<file path="src/hdl/ods_pkg.sv">
// Package: constants for the octal serial loader
package ods_pkg;
    localparam int ADDR_W = 4;
    localparam int DATA_W = 8;
    localparam int WORD_W = ADDR_W + DATA_W;
    localparam int NUM_CH = 8;
    localparam logic [DATA_W-1:0] MIDSCALE = 8'h80;
    localparam logic [DATA_W-1:0] CODE_MAX = 8'hff;
    localparam int LADDER_DEN = 256;
    localparam int SYNC_STAGES = 2;
    localparam logic [WORD_W-1:0] WORD_RST = 12'h000;

    typedef enum logic [1:0]
    {
        ODS_IDLE = 2'b00,
        ODS_HOLD = 2'b01
    } ods_load_t;
endpackage

</file>
<file path="src/hdl/ods_decode.sv">
// Channel address decoder, one-hot select
`timescale 1ns/100ps
module ods_decode #(
    parameter int ADDR_W = ods_pkg::ADDR_W,
    parameter int NUM_CH = ods_pkg::NUM_CH
) (
    // Address in
    input wire logic [ADDR_W-1:0] addr,
    // Select out
    output logic [NUM_CH-1:0] sel
);
    always_comb
    begin
        sel = '0;
        for (int i = 0; i < NUM_CH; i++)
        begin
            // Codes equal to or above the channel count select nothing
            if (addr == ADDR_W'(i))
            begin
                sel[i] = 1'b1;
            end
        end
    end
endmodule

</file>
<file path="src/hdl/ods_loader.sv">
// Top: serial loader and eight channel holding registers
`timescale 1ns/100ps
module ods_loader #(
    parameter int NUM_CH = ods_pkg::NUM_CH,
    parameter int DATA_W = ods_pkg::DATA_W,
    parameter int ADDR_W = ods_pkg::ADDR_W
) (
    // Clock and reset
    input wire logic clk,
    input wire logic rstn,
    // Serial link pins
    input wire logic serial_clk,
    input wire logic serial_in,
    input wire logic transfer_strobe,
    input wire logic midscale_preset_n,
    output logic serial_out,
    // Channel codes, channel i at bits i*DATA_W
    output logic [NUM_CH*DATA_W-1:0] channel_code,
    // Pulse when the strobe loads any channel register; preset writes give none
    output logic channel_update
);
    localparam int WORD_W = ADDR_W + DATA_W;

    // -----------------------------------------------------------------
    // Pin synchronisers
    // -----------------------------------------------------------------
    // Preset travels inverted so the zero reset of the flops is its idle
    logic [3:0] pins_sync;

    ods_sync #(
        .WIDTH(4)
    ) u_sync (
        .clk(clk),
        .rstn(rstn),
        .async_in({~midscale_preset_n, transfer_strobe, serial_in,
                   serial_clk}),
        .sync_out(pins_sync)
    );

    logic sclk_s;
    logic sdata_s;
    logic strobe_s;
    logic preset_n_s;

    always_comb
    begin
        sclk_s = pins_sync[0];
        sdata_s = pins_sync[1];
        strobe_s = pins_sync[2];
        preset_n_s = !pins_sync[3];
    end

    // -----------------------------------------------------------------
    // Serial shift register
    // -----------------------------------------------------------------
    logic sclk_d_ff;
    logic nxt_sclk_d;
    logic [WORD_W-1:0] shift_ff;
    logic [WORD_W-1:0] nxt_shift;
    logic sout_ff;
    logic nxt_sout;
    logic sclk_rise;

    always_comb
    begin
        nxt_sclk_d = sclk_s;
        sclk_rise = sclk_s && !sclk_d_ff;
        nxt_shift = shift_ff;
        if (sclk_rise)
        begin
            // New bit enters at the LSB; older bits move toward MSB
            nxt_shift = {shift_ff[WORD_W-2:0], sdata_s};
        end
        // Far end of the register; chained part sees bit after 12 clocks
        nxt_sout = nxt_shift[WORD_W-1];
    end

    always_ff @(posedge clk or negedge rstn)
    begin
        if (!rstn)
        begin
            sclk_d_ff <= 1'b0;
            shift_ff <= ods_pkg::WORD_RST;
            sout_ff <= 1'b0;
        end
        else
        begin
            sclk_d_ff <= nxt_sclk_d;
            shift_ff <= nxt_shift;
            sout_ff <= nxt_sout;
        end
    end

    // -----------------------------------------------------------------
    // Address decode
    // -----------------------------------------------------------------
    logic [ADDR_W-1:0] word_addr;
    logic [DATA_W-1:0] word_data;
    logic [NUM_CH-1:0] ch_sel;

    always_comb
    begin
        // Twelve-bit word: address on top, data below
        word_addr = shift_ff[WORD_W-1:DATA_W];
        word_data = shift_ff[DATA_W-1:0];
    end

    ods_decode #(
        .ADDR_W(ADDR_W),
        .NUM_CH(NUM_CH)
    ) u_decode (
        .addr(word_addr),
        .sel(ch_sel)
    );

    // -----------------------------------------------------------------
    // Channel holding registers
    // -----------------------------------------------------------------
    // Level-sensitive load: bits shifting during a high strobe pass on
    logic [DATA_W-1:0] chan_ff [NUM_CH];
    logic [DATA_W-1:0] nxt_chan [NUM_CH];
    logic upd_ff;
    logic nxt_upd;
    logic [NUM_CH*DATA_W-1:0] code_ff;
    logic [NUM_CH*DATA_W-1:0] nxt_code;

    always_comb
    begin
        nxt_upd = 1'b0;
        for (int i = 0; i < NUM_CH; i++)
        begin
            nxt_chan[i] = chan_ff[i];
            if (!preset_n_s)
            begin
                // Preset dominates the strobe
                nxt_chan[i] = ods_pkg::MIDSCALE;
            end
            else if (strobe_s && ch_sel[i])
            begin
                // On a strobe only the shift register feeds the holding regs
                nxt_chan[i] = word_data;
                nxt_upd = 1'b1;
            end
        end
        for (int i = 0; i < NUM_CH; i++)
        begin
            // Unsigned code out; analog ladder does code/256
            nxt_code[i*DATA_W +: DATA_W] = nxt_chan[i];
        end
    end

    always_ff @(posedge clk or negedge rstn)
    begin
        if (!rstn)
        begin
            for (int i = 0; i < NUM_CH; i++)
            begin
                chan_ff[i] <= ods_pkg::MIDSCALE;
            end
            code_ff <= {NUM_CH{ods_pkg::MIDSCALE}};
            upd_ff <= 1'b0;
        end
        else
        begin
            for (int i = 0; i < NUM_CH; i++)
            begin
                chan_ff[i] <= nxt_chan[i];
            end
            code_ff <= nxt_code;
            upd_ff <= nxt_upd;
        end
    end

    // -----------------------------------------------------------------
    // Outputs
    // -----------------------------------------------------------------
    assign serial_out = sout_ff;
    assign channel_code = code_ff;
    assign channel_update = upd_ff;
endmodule

</file>
<file path="src/hdl/ods_sync.sv">
// Two-flop synchroniser for pin inputs
`timescale 1ns/100ps
module ods_sync #(
    parameter int WIDTH = 1
) (
    // Clock and reset
    input wire logic clk,
    input wire logic rstn,
    // Data
    input wire logic [WIDTH-1:0] async_in,
    output logic [WIDTH-1:0] sync_out
);
    logic [WIDTH-1:0] meta_ff;
    logic [WIDTH-1:0] sync_ff;
    logic [WIDTH-1:0] nxt_meta;
    logic [WIDTH-1:0] nxt_sync;

    always_comb
    begin
        nxt_meta = async_in;
        nxt_sync = meta_ff;
    end

    always_ff @(posedge clk or negedge rstn)
    begin
        if (!rstn)
        begin
            meta_ff <= '0;
            sync_ff <= '0;
        end
        else
        begin
            meta_ff <= nxt_meta;
            sync_ff <= nxt_sync;
        end
    end

    assign sync_out = sync_ff;
endmodule

</file>
<file path="config.mk">
export PLATFORM = sky130hd
export DESIGN_NAME = ods_loader
export DESIGN_NICKNAME = d
export VERILOG_FILES = /design/src/hdl/ods_pkg.sv /design/src/hdl/ods_decode.sv /design/src/hdl/ods_loader.sv /design/src/hdl/ods_sync.sv
export SDC_FILE = /design/constraint.sdc
export NUM_CORES = 1
export LEC_CHECK = 0
export ABC_AREA = 1
export ABC_CLOCK_PERIOD_IN_PS = 1180
export BUFFER_PORTS_ARGS = -buffer_cell sky130_fd_sc_hd__buf_2
export CAP_MARGIN = 20
export CORE_MARGIN = 5
export CORE_UTILIZATION = 51
export CTS_BUF_LIST = sky130_fd_sc_hd__clkbuf_2
export DETAILED_ROUTE_END_ITERATION = 7
export GPL_TIMING_DRIVEN = 0
export PLACE_DENSITY = 0.78
export SLEW_MARGIN = 20
export SYNTH_ARGS = -nofsm -noshare
export SYNTH_HDL_FRONTEND = slang
export SYNTH_SLANG_ARGS = --single-unit
</file>
<file path="constraint.sdc">
create_clock -name clk -period 1.18 [get_ports clk]
set_clock_uncertainty 0.2 [all_clocks]
set_input_delay 0.236 -clock clk [delete_from_list [all_inputs] [get_ports clk]]
set_output_delay 0.236 -clock clk [all_outputs]
set_load 0.02 [all_outputs]
</file>
---- After elaboration in Yosys (flattened, before gate mapping) ----
Cells that the tools add are included.
cells by class
  equal/unequal tests ..................... 7
  mux-type cells .......................... 40
  bitwise operators ....................... 1
  reductions and logical operators ........ 11
operator list
  operator                                       number
  two-way mux 8 bit                              16
  two-way mux 1 bit                              24
  == test 4 x 3 -> 1 bit, second input constant  4
  logical AND 1 bit                              9
  == test 4 x 2 -> 1 bit, second input constant  2
  == test 4 x 1 -> 1 bit, second input constant  1
  zero test 4 bit                                1
  zero test 1 bit                                1
  inverter 1 bit                                 1
storage, ports and cells
  register bits after elaboration ......... 150

---- Longest topological paths before layout ----
  depth in word-level cells ............... 19
  gate-level depth with buffers ........... 7
  gate-level depth less buffers ........... 7

---- Cells and area by module ----
From an unflattened synthesis, not the netlist that was laid out.
unflattened totals
  cell total of the unflattened synthesis .. 321
  area total of the unflattened synthesis .. 3299.4 um^2
by module, submodules not included
  module      instances  cells each  area an instance (um^2)
  ods_loader  1          295         3031.7
  ods_sync    1          8           200.2
  ods_decode  1          18          67.6

---- Worst setup path after synthesis ----
OpenSTA, ideal clock, no wires.
  path type ............................... flip-flop to flip-flop
  start ................................... register shift_ff[11]
  end ..................................... register code_ff[16], in the netlist channel_code[16]
  setup time .............................. 0.123 ns
  data arrival time ....................... 1.067 ns
  data required time ...................... 0.857 ns
  setup slack ............................. -0.210 ns
  cell stages (with the launch flop) ...... 6
  buffers on the path ..................... 1
  clock period less this slack ............ 1.390 ns
  path through ............................ dfrtp_1 nor2_2 nand3_1 buf_2 nand3_1 o21ai_1
on the way
  word-level cells in the longest chain between the ends .. 5
ends and longest elaborated chain
  item                      RTL line           RTL
  start: declaration        ods_loader.sv:58   logic [WORD_W-1:0] shift_ff;
  start signal: assignment  ods_loader.sv:83   shift_ff <= ods_pkg::WORD_RST;
  start signal: assignment  ods_loader.sv:89   shift_ff <= nxt_shift;
  == test 4 x 2 -> 1 bit    ods_decode.sv:18   if (addr == ADDR_W'(i))
  two-way mux 1 bit         ods_decode.sv:18
  logical AND 1 bit         ods_loader.sv:138  else if (strobe_s && ch_sel[i])
  two-way mux 8 bit         ods_loader.sv:138
  two-way mux 8 bit         ods_loader.sv:133  if (!preset_n_s)
  end signal: assignment    ods_loader.sv:160  code_ff <= {NUM_CH{ods_pkg::MIDSCALE}};
  end signal: assignment    ods_loader.sv:169  code_ff <= nxt_code;
  end: declaration          ods_loader.sv:124  logic [NUM_CH*DATA_W-1:0] code_ff;
Every way passes these cells.
A chain may end at the register's enable or synchronous reset.

---- Final worst setup path ----
  start ................................... register code_ff[15], in the netlist channel_code[15]
  end ..................................... output channel_code[15]
RTL lines
  item              RTL line          RTL
  end: declaration  ods_loader.sv:18  output logic [NUM_CH*DATA_W-1:0] channel_code,
No word-level cell between the ends.

==> impl_metrics.csv <==
group,metric,value,unit
status,status,"finished, violations left",
status,violations,"hold timing, setup timing",
detailed_routing,via_count,3628,
yosys,synthesis.instances,367,
cells_and_area,design_area,5790,sq um
worst_setup_path,number_of_buffer_and_inverter_stages_on_the_critical_path,1,
detailed_routing,route.antenna.remaining_nets,0,
cells_and_area,final_core_utilization,90.2,%
worst_setup_path,rr_endpoint,"channel_code[31]",
yosys,synth.lib_cells_used.distinct,22,
timing,holdWs,-15.1,ps
timing,timing.final.max_slew_violations,0,
detailed_routing,drcViolationCount,0,
place,dpl.cell_count,516,
timing,final_hold_viol_count,6,
yosys,post_synth_adder_cell_area,0,%
clocking,holdBufCountCts,5,
worst_setup_path,crit_path_top_delay_cell,"sky130_fd_sc_hd__dfstp_2",
grt,overflow,0,
place,dp_hpwl,5.58,mm
yosys,synth_enable_flop_cells,0,
yosys,syn_area_per_cell,9.29,sq um
clocking,htree_levels,3,
cells_and_area,layout.area.seq,2160,sq um
detailed_routing,drt-total-wl,13.6,mm
pwr,design_power_total,6.71,mW
timing,max_freq,569,MHz
hold_path,worst_hold_path_type,"input pin to async pin",
grt,global_route_wire_length_before_repair,17.9,mm
detailed_routing,routed_len_inst,22.4,um
floorplan,die_span_y,91.8,um
floorplan,placeableCoreArea,6420,sq um
pwr,ir_worst_vdd,0.000849,V
yosys,xor_xnor_share_of_the_synthesized_area,0,%
worst_setup_path,crit_arrival,1320,ps
yosys,synth_compound_area_share,4.04,%
timing,max_slew_margin,64.0,%
worst_setup_path,worstPathRequired,740,ps
detailed_routing,drt_iter0_markers,293,
cells_and_area,multi_input_comb_area,1640,sq um
floorplan,floorplan.rows,29,
worst_setup_path,r2r.worst_path.cells,7,
cells_and_area,antenna_cells,0,
worst_setup_path,critical_path.endpoint,"channel_code[15]",
worst_setup_path,path_max_fanout,2,
yosys,synth-async-reset-ratio,100,%
timing,min_period_over_period,149,%
clocking,cts_made_buffers,9,
floorplan,floorplan.die.width,91.8,um
pwr,powerDensity,1160,nW/um^2
detailed_routing,drt_first_pass_iters,6,
worst_setup_path,setup.reg_to_reg.worst_slack,-500,ps
clocking,cts_max_path_buffers,2,
worst_setup_path,endpoint_kind,"output port",
grt,first_global_vias,3533,
cells_and_area,drive_above_1_share,59.0,%
timing,rsz0062_at_grt,"true",
grt,antenna_found_initial,0,
timing,setup_ws,-576,ps
floorplan,count_of_boundary_i_o_pins,72,
yosys,yosys-mux-area-fraction,0,%
yosys,main_combinational_cell_family_by_area_after_synthesis,"simple AND/OR/NAND/NOR gates",
yosys,postSynth.topFlopCell,"sky130_fd_sc_hd__dfrtp_1",
worst_setup_path,cp.depth,1,
worst_setup_path,criticalPathCategory,"register to output port",
worst_setup_path,crit_family,"flip-flops",
yosys,syn_area,3410,sq um
worst_setup_path,worstPathCellList,"buf_6",
grt,grt_util_all_layers,27.4,%
cells_and_area,layout.filler_cells,237,
place,post_dp_area,3970,sq um
clocking,clk_latency,550,ps
cells_and_area,stdcell_count,609,
timing,setup_violations,131,
worst_setup_path,critPathLaunchType,"register",
yosys,ys_seq_elements,86,
worst_setup_path,critPathMaxStageDelay,630,ps
pwr,power.static_leakage,2.94,nW
worst_setup_path,setup.worst_path.start,"channel_code[15]",
clocking,cts-root-buf,"sky130_fd_sc_hd__clkbuf_2",
worst_setup_path,reg_to_reg_startpoint,"shift_ff[11]",
clocking,clk_pin_slew_worst_paths,250,ps
cells_and_area,area.growth.synth_to_final,69.8,%
yosys,seq_area_frac_synth,63.4,%
timing,period_needed,1760,ps
grt,grt_start_max_net_pins,49,
place,port_bufs,71,
timing,tightestPinTransition,540,ps
clocking,cts_tree,"yes",
yosys,yosys_warnings,0,
place,weighted_congestion_reported_at_the_end_of_routability_driven_placement,0.839,
floorplan,design.die.area,8420,sq um
clocking,clock_sink_count,86,
yosys,postSynthNetCount,373,
floorplan,start_util,53.1,%
run,maximum_capacitance_violations,0,
yosys,post_synth_and_or_nand_nor_area_fraction,26.5,%
detailed_routing,via_per_inst,5.96,
cells_and_area,finalNetCount,533,
placed cells by master, fill, tap and decap left out:
cell / instances
sky130_fd_sc_hd__a21oi_1: 2
sky130_fd_sc_hd__a21oi_2: 2
sky130_fd_sc_hd__buf_12: 2
sky130_fd_sc_hd__buf_16: 2
sky130_fd_sc_hd__buf_2: 7
sky130_fd_sc_hd__buf_4: 56
sky130_fd_sc_hd__buf_6: 86
sky130_fd_sc_hd__buf_8: 4
sky130_fd_sc_hd__bufinv_16: 1
sky130_fd_sc_hd__clkbuf_2: 11
sky130_fd_sc_hd__clkinv_1: 2
sky130_fd_sc_hd__clkinv_2: 2
sky130_fd_sc_hd__clkinv_4: 1
sky130_fd_sc_hd__clkinvlp_4: 1
sky130_fd_sc_hd__dfrtp_1: 76
sky130_fd_sc_hd__dfrtp_2: 2
sky130_fd_sc_hd__dfstp_2: 8
sky130_fd_sc_hd__dlygate4sd3_1: 5
sky130_fd_sc_hd__inv_1: 19
sky130_fd_sc_hd__inv_2: 5
sky130_fd_sc_hd__inv_4: 4
sky130_fd_sc_hd__inv_6: 3
sky130_fd_sc_hd__nand2_1: 93
sky130_fd_sc_hd__nand2_2: 32
sky130_fd_sc_hd__nand2_4: 6
sky130_fd_sc_hd__nand2_8: 2
sky130_fd_sc_hd__nand3_2: 43
sky130_fd_sc_hd__nand3_4: 12
sky130_fd_sc_hd__nand3b_1: 2
sky130_fd_sc_hd__nor2_1: 2
sky130_fd_sc_hd__nor2_2: 5
sky130_fd_sc_hd__nor2_4: 12
sky130_fd_sc_hd__o21ai_1: 17
sky130_fd_sc_hd__o21ai_2: 5
cell type report:
cell class,count,share of cell area (%)
sequential,86,37.4
tap,77,1.66
buffer,15,2.63
clock buffer,9,0.778
clock inverter,7,1.25
timing repair buffer,149,25.7
multi-input combinational,235,28.4
inverter,31,2.29
sequential cells by signal (all words and copies together) (netlist names):
register,cells
u_sync.sync_out,4
channel_update,1
u_sync.meta_ff,4
sclk_d_ff,1
shift_ff,12
chan_ff,1
channel_code,63
cell families after synthesis:
logic type,count (synthesis)
AO/OA/AOI/OAI,26
buffers and inverters,46
flip-flops,86
AND/OR/NAND/NOR,209
per-stage QoR:
step	TNS [ps]	setup slack, ps
floorplan	-7610	-156
global route	-63050	-618
CTS	-49740	-542
detailed placement	-20600	-415
finish	-55170	-576
global placement	-99260	-1130
how the worst min path moves through the flow:
stage	startpoint	endpoint	slack, ps	cells after the start
6_report	rstn	channel_code[41]	-20	2
5_1_grt	rstn	channel_code[41]	-20	2
4_1_cts	rstn	channel_update	-30	2
3_5_place_dp	rstn	channel_code[41]	40	1
3_3_place_gp	u_sync.meta_ff[0]	u_sync.sync_out[0]	130	0
2_1_floorplan	rstn	channel_code[0]	-260	0
layer usage:
metal / part of all wire, % / global-route usage, % / vias up
met5: 0 / 0 / -
met4: 6.2 / 13.1 / 0
met3: 9.0 / 8.10 / 79
met2: 50 / 46.8 / 281
met1: 34 / 31.8 / 1777
li1: - / - / 1491
power breakdown:
part / total (mW) / internal (mW) / leakage, nW / switching [mW]
sequential: 3.33 / 3.14 / 1.13 / 0.186
clock: 1.61 / 0.498 / 0.0703 / 1.11
combinational: 1.77 / 0.714 / 1.73 / 1.05
total: 6.71 / 4.36 / 2.94 / 2.35
cells in the mapped netlist, types with 3 or more instances:
cell	count	share of area, %
sky130_fd_sc_hd__a21oi_1	4	0.59
sky130_fd_sc_hd__buf_2	4	0.59
sky130_fd_sc_hd__buf_6	3	0.99
sky130_fd_sc_hd__clkbuf_1	4	0.44
sky130_fd_sc_hd__dfrtp_1	78	57
sky130_fd_sc_hd__dfstp_2	8	6.2
sky130_fd_sc_hd__inv_1	28	3.1
sky130_fd_sc_hd__nand2_1	132	15
sky130_fd_sc_hd__nand3_1	54	7.9
sky130_fd_sc_hd__nor2_1	13	1.4
sky130_fd_sc_hd__nor2_4	4	1.3
sky130_fd_sc_hd__o21ai_0	10	1.5
sky130_fd_sc_hd__o21ai_1	10	1.5
repair_timing:
action                                  CTS  global route
pin swaps                                42            30
gates cloned                              7             0
resized for setup                       251            72
endpoints found under the hold margin    85            22
setup buffers                            34            32
endpoints found under the setup margin  143           143
Power figures use the tool's default switching activity.
